$ cat src/shared/pnr_pkg.sv
// shared constants for the non-prefetchable delayed read path
package pnr_pkg;
  localparam int PNR_AW = 32;
  localparam int PNR_DW = 32;
  localparam int PNR_CW = 4;
  localparam int PNR_BW = 4;
  // pci command codes of reads taken by this path
  localparam logic [3:0] PNR_CMD_IO_RD = 4'h2;
  localparam logic [3:0] PNR_CMD_MEM_RD = 4'h6;
  localparam logic [3:0] PNR_CMD_MEM_RD_MULT = 4'hC;
  localparam logic [3:0] PNR_CMD_MEM_RD_LINE = 4'hE;
  // read latency limit in clocks
  localparam int PNR_LAT_CLKS = 32768;
  localparam int PNR_LAT_W = 16;
  localparam logic [31:0] PNR_ADDR_ZERO = 32'h0000_0000;
  localparam logic [31:0] PNR_DATA_ZERO = 32'h0000_0000;
  // answer codes toward the pci target controller
  typedef enum logic [1:0] {PNR_TERM_NONE, PNR_TERM_RETRY, PNR_TERM_DISC_DATA} pnr_term_e;
endpackage

$ cat src/rtl/pnr_resp_reg.sv
// read response register holding interconnect data until pci completion
`timescale 1ns/1ps
`default_nettype none
module pnr_resp_reg
(
  // clock and reset
  input wire logic core_clk,
  input wire logic sys_rst,
  // capture and discard
  input wire logic load,
  input wire logic [pnr_pkg::PNR_DW-1:0] load_data,
  input wire logic clear,
  // held response
  output logic valid_r,
  output logic [pnr_pkg::PNR_DW-1:0] data_r
);
  import pnr_pkg::*;

  always_ff @(posedge core_clk) begin
    if (sys_rst) begin
      valid_r <= 1'b0;
      data_r <= PNR_DATA_ZERO;
    end else if (load) begin
      valid_r <= 1'b1;
      data_r <= load_data;
    end else if (clear) begin
      valid_r <= 1'b0;
    end
  end
endmodule
`default_nettype wire

$ cat src/rtl/pnr_read_path.sv
// non-prefetchable delayed read path from pci target to interconnect master
`timescale 1ns/1ps
`default_nettype none
module pnr_read_path
#(
  parameter int LAT_CLKS = pnr_pkg::PNR_LAT_CLKS
) (
  // clock and reset
  input wire logic core_clk,
  input wire logic sys_rst,
  // address translation base from the bridge
  input wire logic [pnr_pkg::PNR_AW-1:0] xlat_base,
  // pci target controller request
  input wire logic tgt_req,
  input wire logic tgt_np_hit,
  input wire logic tgt_io_hit,
  input wire logic tgt_pf_hit,
  input wire logic single_xfer_profile,
  input wire logic tgt_is_write,
  input wire logic [pnr_pkg::PNR_CW-1:0] tgt_cmd,
  input wire logic [pnr_pkg::PNR_AW-1:0] tgt_addr,
  input wire logic [pnr_pkg::PNR_BW-1:0] tgt_be,
  input wire logic np_write_busy,
  // pci target controller answer
  output pnr_pkg::pnr_term_e tgt_term,
  output logic tgt_abort,
  output logic [pnr_pkg::PNR_DW-1:0] tgt_rdata,
  // opposite-direction write ordering
  input wire logic rev_write_pending,
  // interconnect master port
  output logic mm_read,
  output logic [pnr_pkg::PNR_AW-1:0] mm_addr,
  output logic [pnr_pkg::PNR_BW-1:0] mm_byteenable,
  input wire logic mm_waitrequest,
  input wire logic mm_readdatavalid,
  input wire logic [pnr_pkg::PNR_DW-1:0] mm_readdata,
  // state visible to the bridge
  output logic np_read_busy
);
  import pnr_pkg::*;

  // issue: master port asked; wait: one beat owed; hold: data parked for the repeat
  typedef enum logic [1:0] {PNR_IDLE, PNR_ISSUE, PNR_WAIT, PNR_HOLD} pnr_state_e;

  pnr_state_e state_r, state_nxt;
  // command register and the address handed to the master port
  logic [PNR_CW-1:0] cmd_r;
  logic [PNR_AW-1:0] addr_r;
  logic [PNR_BW-1:0] be_r;
  logic [PNR_AW-1:0] mm_addr_r;
  // latency, ordering and late-beat bookkeeping
  logic [PNR_LAT_W-1:0] lat_cnt_r;
  logic order_block_r;
  logic drop_r;
  // completion data and the held response
  logic [PNR_DW-1:0] rdata_r;
  logic resp_valid;
  logic [PNR_DW-1:0] resp_data;

  localparam logic [PNR_LAT_W-1:0] LAT_LAST = PNR_LAT_W'(LAT_CLKS - 1);

  // state decode
  wire st_idle = (state_r == PNR_IDLE);
  wire st_issue = (state_r == PNR_ISSUE);
  wire st_wait = (state_r == PNR_WAIT);
  wire st_hold = (state_r == PNR_HOLD);

  // request decode: the four read commands share one behaviour
  wire cmd_io_rd = (tgt_cmd == PNR_CMD_IO_RD);
  wire cmd_mem_rd = (tgt_cmd == PNR_CMD_MEM_RD);
  wire cmd_mem_line = (tgt_cmd == PNR_CMD_MEM_RD_LINE);
  wire cmd_mem_mult = (tgt_cmd == PNR_CMD_MEM_RD_MULT);
  wire is_read_cmd = cmd_io_rd || cmd_mem_rd || cmd_mem_line || cmd_mem_mult;
  wire path_hit = tgt_np_hit || tgt_io_hit || (tgt_pf_hit && single_xfer_profile);
  wire any_req = tgt_req && path_hit;
  wire rd_req = any_req && is_read_cmd && !tgt_is_write;
  // writes belong to the write path; here they are only refused while a read holds the register
  wire wr_refuse = any_req && tgt_is_write && !st_idle;
  wire reg_busy = !st_idle || np_write_busy;
  wire capture = rd_req && !reg_busy;

  // a repeat is the same read only if all three fields agree
  wire cmd_same = (tgt_cmd == cmd_r);
  wire addr_same = (tgt_addr == addr_r);
  wire be_same = (tgt_be == be_r);
  wire req_match = cmd_same && addr_same && be_same;

  // completion and master-port handshake
  wire lat_expire = !st_idle && (lat_cnt_r == LAT_LAST);
  // data withheld while an earlier reverse write is outstanding
  wire data_ready = resp_valid && !order_block_r;
  wire complete = rd_req && st_hold && req_match && data_ready && !lat_expire;
  wire mm_accept = st_issue && !mm_waitrequest;
  // a read cut by expiry still owes its beat; that beat must not land on the next read
  wire beat_ok = mm_readdatavalid && !drop_r;
  wire resp_load = st_wait && beat_ok && !lat_expire;
  wire drop_set = lat_expire && st_wait && !beat_ok;
  wire resp_clear = complete || lat_expire;

  always_comb begin
    state_nxt = state_r;
    unique case (state_r)
      PNR_IDLE: if (capture) state_nxt = PNR_ISSUE;
      PNR_ISSUE: if (mm_accept) state_nxt = PNR_WAIT;
      PNR_WAIT: if (beat_ok) state_nxt = PNR_HOLD;
      PNR_HOLD: if (complete) state_nxt = PNR_IDLE;
    endcase
    // expiry frees the register, but a read still offered on the master port is seen through first
    if (lat_expire && !st_issue) begin
      state_nxt = PNR_IDLE;
    end
  end

  // answer: disconnect with data only on a matching, ready repeat; retry other reads and refused writes; else none
  assign tgt_term = complete ? PNR_TERM_DISC_DATA :
                    (rd_req || wr_refuse) ? PNR_TERM_RETRY : PNR_TERM_NONE;
  assign tgt_abort = 1'b0;
  // data and master-port outputs come straight from registers
  assign tgt_rdata = rdata_r;
  assign np_read_busy = !st_idle;
  assign mm_read = st_issue;
  assign mm_addr = mm_addr_r;
  assign mm_byteenable = be_r;

  // state register; the command register below only moves on capture
  always_ff @(posedge core_clk) begin
    if (sys_rst) begin
      state_r <= PNR_IDLE;
    end else begin
      state_r <= state_nxt;
    end
  end

  // one copy of the request, compared against every repeat
  always_ff @(posedge core_clk) begin
    if (sys_rst) begin
      cmd_r <= '0;
      addr_r <= PNR_ADDR_ZERO;
      be_r <= '0;
    end else if (capture) begin
      cmd_r <= tgt_cmd;
      addr_r <= tgt_addr;
      be_r <= tgt_be;
    end
  end

  // translation done once at capture so the master port sees a settled address
  always_ff @(posedge core_clk) begin
    if (sys_rst) begin
      mm_addr_r <= PNR_ADDR_ZERO;
    end else if (capture) begin
      mm_addr_r <= xlat_base + tgt_addr;
    end
  end

  // counter runs from capture; cleared whenever the path is idle
  always_ff @(posedge core_clk) begin
    if (sys_rst || state_r == PNR_IDLE) begin
      lat_cnt_r <= '0;
    end else if (!lat_expire) begin
      lat_cnt_r <= lat_cnt_r + 1'b1;
    end
  end

  // reverse write pending at capture blocks data until that write drains
  always_ff @(posedge core_clk) begin
    if (sys_rst) begin
      order_block_r <= 1'b0;
    end else if (capture) begin
      order_block_r <= rev_write_pending;
    end else if (!rev_write_pending) begin
      order_block_r <= 1'b0;
    end
  end

  // completion data stands for the cycle after the disconnect
  always_ff @(posedge core_clk) begin
    if (sys_rst) begin
      rdata_r <= PNR_DATA_ZERO;
    end else if (complete) begin
      rdata_r <= resp_data;
    end
  end

  // beats come back in order, so the first one after a cut belongs to the cut read
  // only one owed beat is tracked; a second expiry before it lands would need a deeper count
  always_ff @(posedge core_clk) begin
    if (sys_rst) begin
      drop_r <= 1'b0;
    end else if (drop_set) begin
      drop_r <= 1'b1;
    end else if (mm_readdatavalid) begin
      drop_r <= 1'b0;
    end
  end

  pnr_resp_reg u_resp (
    .core_clk(core_clk),
    .sys_rst(sys_rst),
    .load(resp_load),
    .load_data(mm_readdata),
    .clear(resp_clear),
    .valid_r(resp_valid),
    .data_r(resp_data)
  );
endmodule
`default_nettype wire

$ cat config.mk
export PLATFORM = sky130hd
export DESIGN_NAME = pnr_read_path
export DESIGN_NICKNAME = d
export VERILOG_FILES = /design/src/shared/pnr_pkg.sv /design/src/rtl/pnr_resp_reg.sv /design/src/rtl/pnr_read_path.sv
export SDC_FILE = /design/constraint.sdc
export NUM_CORES = 1
export LEC_CHECK = 0
export BUFFER_PORTS_ARGS = -buffer_cell sky130_fd_sc_hd__buf_4
export CAP_MARGIN = 20
export CORE_ASPECT_RATIO = 1.1
export CORE_MARGIN = 2
export CORE_UTILIZATION = 54
export DETAILED_ROUTE_END_ITERATION = 8
export GPL_TIMING_DRIVEN = 0
export PLACE_DENSITY = 0.84
export SLEW_MARGIN = 0
export SYNTH_ARGS = -nofsm -noshare
export SYNTH_HDL_FRONTEND = slang
export SYNTH_SLANG_ARGS = --single-unit
$ cat constraint.sdc
create_clock -name core_clk -period 3.5 [get_ports core_clk]
set_clock_uncertainty 0.1 [all_clocks]
set_input_delay 0.7 -clock core_clk [delete_from_list [all_inputs] [get_ports core_clk]]
set_output_delay 0.7 -clock core_clk [all_outputs]
set_load 0.01 [all_outputs]
# Word level (Yosys, flattened, before mapping)
# Index checks and enable logic that the tools add are counted.
# word_totals
register_bits	157
input_bits	116
word_cells	87
out_inout_bits	73
# classes
muxes	13
addsub	2
reduce_logical	45
eq_ne	16
# op_table
op	n
adder 32 bit	1
equality test 32 bit	1
logical AND 1 bit	22
adder 16 x 1 -> 16 bit, second input constant	1
equality test 16 x 15 -> 1 bit, second input constant	1
2-to-1 mux 2 bit	5
!= test 2 x 1 -> 1 bit, second input constant	5
logical NOT 1 bit	9
logical OR 1 bit	9
equality test 4 bit	2
equality test 4 bit, second input constant	2
case mux 2 bit (4 select lines)	1
2-to-1 mux 1 bit	7
equality test 2 bit, second input constant	2
equality test 4 x 2 -> 1 bit, second input constant	1
equality test 4 x 3 -> 1 bit, second input constant	1
AND reduction 4 bit	1
nonzero test 2 bit	2
equality test 2 x 1 -> 1 bit, second input constant	1
logical NOT 2 bit	1
OR reduction 2 bit	1

# Depth between registers and ports, before layout
# logic_depth
word_depth	13
ltp_mapped	11

# Modules after synthesis
# From an unflattened synthesis, not the netlist that was laid out.
# hier_totals
hier_cells	938
area_unflattened_um2	7734.9
# modules_own_cells
module	instances	area_each_um2	seq_area_each_um2	cells_each
pnr_read_path	1	6530.0	2482.4	830
pnr_resp_reg	1	1204.9	660.6	108

# Least setup slack after synthesis
# Ideal clock, no wire load.
# synth_path
path_kind	in2out
start	input port tgt_addr[17] (netlist bit)
end	output port tgt_term[1]
slack_ns	0.307
t_arrival_ns	2.393
required_time_ns	2.700
path_stages	9
n_path_buf	3
path_cell_list	xor2_1 -> nor4_1 -> nand4_1 -> or4_1 -> nand2b_1 -> buf_6 -> clkinv_1 -> buf_2 -> buf_4
# synth_between
elab_chain_len	7
# synth_rtl
item	line	rtl
start: declaration	pnr_read_path.sv:21	input wire logic [pnr_pkg::PNR_AW-1:0] tgt_addr,
equality test 32 bit	pnr_read_path.sv:84	wire addr_same = (tgt_addr == addr_r);
logical AND 1 bit (2 in series)	pnr_read_path.sv:86	wire req_match = cmd_same && addr_same && be_same;
logical AND 1 bit (3 in series)	pnr_read_path.sv:92	wire complete = rd_req && st_hold && req_match && data_ready && !lat_expire;
named net complete	pnr_read_path.sv:92	
2-to-1 mux 2 bit	pnr_read_path.sv:115	assign tgt_term = complete ? PNR_TERM_DISC_DATA :
end: declaration	pnr_read_path.sv:25	output pnr_pkg::pnr_term_e tgt_term,
# The timed path passes the listed nets, and every way through them passes these cells.

# Worst setup path after layout
# layout_path
start	input port tgt_addr[19] (netlist bit)
end	output port tgt_term[1]
# The elaborated chain is that of the path after synthesis.

==> flow_metrics.tcl <==
set metrics [dict create \
    muxShareOfSynthArea_pct 0.390 \
    row_count 45 \
    routed_wl_um 22300 \
    hold_viol_final 0 \
    max_freq_mhz 291 \
    max_cap_violations 0 \
    multi_input_area_um2 4330 \
    die_h_um 129 \
    p_per_area_nw_per_um2 455 \
    yosysMostFrequentCell "nand2_1" \
    fill_cells 1084 \
    slowest_stage "or4_4" \
    synth-main-ff-cell "dfxtp_1" \
    startpoint_type "input pin" \
    synth_top_family_by_area "simple AND/OR/NAND/NOR gates" \
    synth.cell_area_um2 7700 \
    hp-class "reg2reg" \
    synth_compound_gate_area_share_pct 18.4 \
    slew_headroom_pct 56.8 \
    port_buffers 187 \
    synth_common_cells "275 x nand2_1, 161 x a21oi_1, 157 x dfxtp_1" \
    yosys.area_share.simple_pct 22.9 \
    min_period_ps 3430 \
    routedWlPerCell_um 16.0 \
    synth_top_area_cell "dfxtp_1" \
    grt_pass1_wl_um 34500 \
    placed_area_um2 9340 \
    period_share_pct 98.1 \
    viasPerCell 5.58 \
    cts_tree "yes" \
    antenna_found_initial 0 \
    insertion_delay_ps 430 \
    crit_family "simple AND/OR/NAND/NOR gates" \
    ir_drop_uv 418 \
    cts_buffers 17 \
    syn_avg_cell_area_um2 7.79 \
    detailedRoute.firstIterationViolations 676 \
    die_w_um 118 \
    synth_xor_area_share_pct 7.62 \
    maxSlewViolCount 0 \
    p_leak_nw 4.09 \
    hpwl_um 16800 \
    fin_area_um2 10000 \
    cp.arrival_ps 2630 \
    power_mw 4.56 \
    synth_edf_count 0 \
    clock_sinks 157 \
    root_buffer "clkbuf_16" \
    utilization_pct 72.4 \
    dr.pass1.iters 5 \
    ys_async_sr_fraction_pct 0 \
    dr_total_vias 7801 \
    synth.top_cell.area_share_pct 40.8 \
    grt_pass1_vias 7086 \
    seq_area_um2 3140 \
    num_antenna_cells 0 \
    reg2reg_depth 9 \
    grt_use_total_pct 28.4 \
    h-tree-depth 4 \
    path_cells "buf_4, xor2_1, nor4_2, nand4_1, or4_4, nand2b_4, buf_6, clkinv_4, buf_6, buf_4, buf_4" \
    critPathKind "in2out" \
    status "finished, final reports clean" \
    final_net_count 1349 \
    gr-total-overflow 0 \
    clk_pin_slew_ps 70 \
    grt_max_degree 17 \
    required_ps 2700 \
    synthToLayoutAreaGrowth_pct 30.2 \
    layout-drive-gt1-share_pct 19.9 \
    ys_seq_area_share_pct 40.8 \
    cts_buffer_depth 2 \
    start_util_pct 55.6 \
    critPathCaptureType "output port" \
    synth_nets 1141 \
    cp.buffers_inverters 6 \
    slowest_delay_ps 550 \
    finalSetupViolCount 0 \
    coreArea_um2 13900 \
    place_congestion 0.913 \
    synth_cell_types 53 \
    synth_adder_area_share_pct 6.24 \
    dieArea_um2 15200 \
    ctsHoldBuffers 0 \
    drcViolationCount 0 \
    syn-instance-count 988 \
    worstMarginPinSlew_ps 648 \
    synth.area.top_cells "dfxtp_1 41%, nand2_1 13%, a21oi_1 10%" \
    critPathMaxFanout 7 \
    worst-path-stages 11 \
    yosysWarnings 0 \
    ant_nets 0 \
    io_pins 189 \
    hold_depth 2 \
    ys_seq_elements 157 \
    rsz0062_at_grt "no" \
    crit_top_cell "buf_4" \
]
[kinds of logic (layout without fill, tap and decap cells)]
kind of cell | Yosys count | count (layout)
AOI/OAI and AO/OA | 248 | 248
xor gates and xnor gates | 67 | 67
adders and majority gates | 38 | 38
buffers and inverters | 67 | 288
DFF | 157 | 157
muxes | 3 | 3
other | 1 | 1
and+or+nand+nor | 407 | 407
[cell type report]
| class | instances | area share, % |
|---|---|---|
| timing repair buffer | 189 | 14.2 |
| clock buffer | 18 | 4.38 |
| inverter | 14 | 0.574 |
| sequential | 157 | 31.3 |
| buffer | 53 | 2.27 |
| clock inverter | 14 | 1.77 |
| tap | 188 | 2.35 |
| multi-input combinational | 764 | 43.2 |
[registers in the layout (all words and copies together), names as in the netlist]
name	flops
state_r	2
order_block_r	1
cmd_r	4
drop_r	1
lat_cnt_r	16
u_resp.data_r	32
mm_addr	32
u_resp.valid_r	1
addr_r	32
mm_byteenable	4
tgt_rdata	32
[what timing repair did]
item,in CTS,in global routing
setup buffers,1,1
resized for setup,7,5
gates cloned,0,0
pin swaps,2,6
setup endpoints to repair,2,2
[layer usage]
layer / routed length, um / vias to the layer above / share of wire [%] / GRT usage, %
met2: 11000 / 344 / 49 / 49.8
met3: 1660 / 59 / 7.4 / 5.59
li1: - / 3802 / - / -
met1: 8920 / 3596 / 40 / 34.3
met5: 0 / - / 0 / 0
met4: 770 / 0 / 3.4 / 12.2
[worst reg2reg max path, cell delays in order (launching register included)]
cell      delay, ps
dfxtp_1         390
inv_1            80
ha_1            270
inv_1           220
or3_1           210
clkbuf_1        500
clkbuf_1        550
clkbuf_1        440
nand2_1         130
a21oi_1         130
[through the flow]
stage	setup WS (ps)	hold WS, ps	cells	TNS [ps]
global route	2.93	361	1397	0
floorplan	307	337	988	0
global placement	-305	337	1363	-599
CTS	5.53	353	1396	0
finish	67.0	350	1397	0
detailed placement	-319	344	1363	-623
[worst paths after layout]
check	startpoint	endpoint	slack [ps]
worst max-delay path	tgt_addr[19]	tgt_term[1]	70
worst min-delay path	tgt_rdata[17]$_SDFFE_PP0P_	tgt_rdata[17]$_SDFFE_PP0P_	350
worst max register to register	state_r[0]$_SDFFE_PP0P_	mm_addr[10]$_SDFFE_PP0P_	420
worst min register to register	tgt_rdata[17]$_SDFFE_PP0P_	tgt_rdata[17]$_SDFFE_PP0P_	350
[power by group]
part           leakage (nW)  internal [mW]  total, mW  switching (mW)
Sequential             1.27           1.83       1.86          0.0299
Combinational          2.53          0.329      0.768           0.439
Clock                 0.302           1.15       1.94           0.785
Total                  4.09           3.31       4.56            1.25
[cell usage in the layout (no fill, tap or decap), types with 3 or more instances in the layout]
cell and instances:
dfxtp_1 157, a311oi_1 3, and2_1 4, a31oi_1 3, nor2_1 37, inv_6 6
o21bai_1 4, o31ai_1 3, bufinv_16 3, nor4_1 9, a21oi_1 161, a211o_1 3
clkbuf_16 17, nand3b_1 7, nand2_1 275, xor2_1 49, inv_1 13, clkinv_4 3
or3_1 7, nand4_1 9, buf_4 191, nor4_2 3, o21ai_0 28, and3_1 7
xnor2_1 18, mux2i_1 3, a21o_1 20, a211oi_1 5, or4_1 4, buf_2 5
o21a_1 7, nand3_1 20, nor3_1 10, ha_1 35, clkbuf_1 44
No activity file was read; power rests on OpenSTA's default activity.
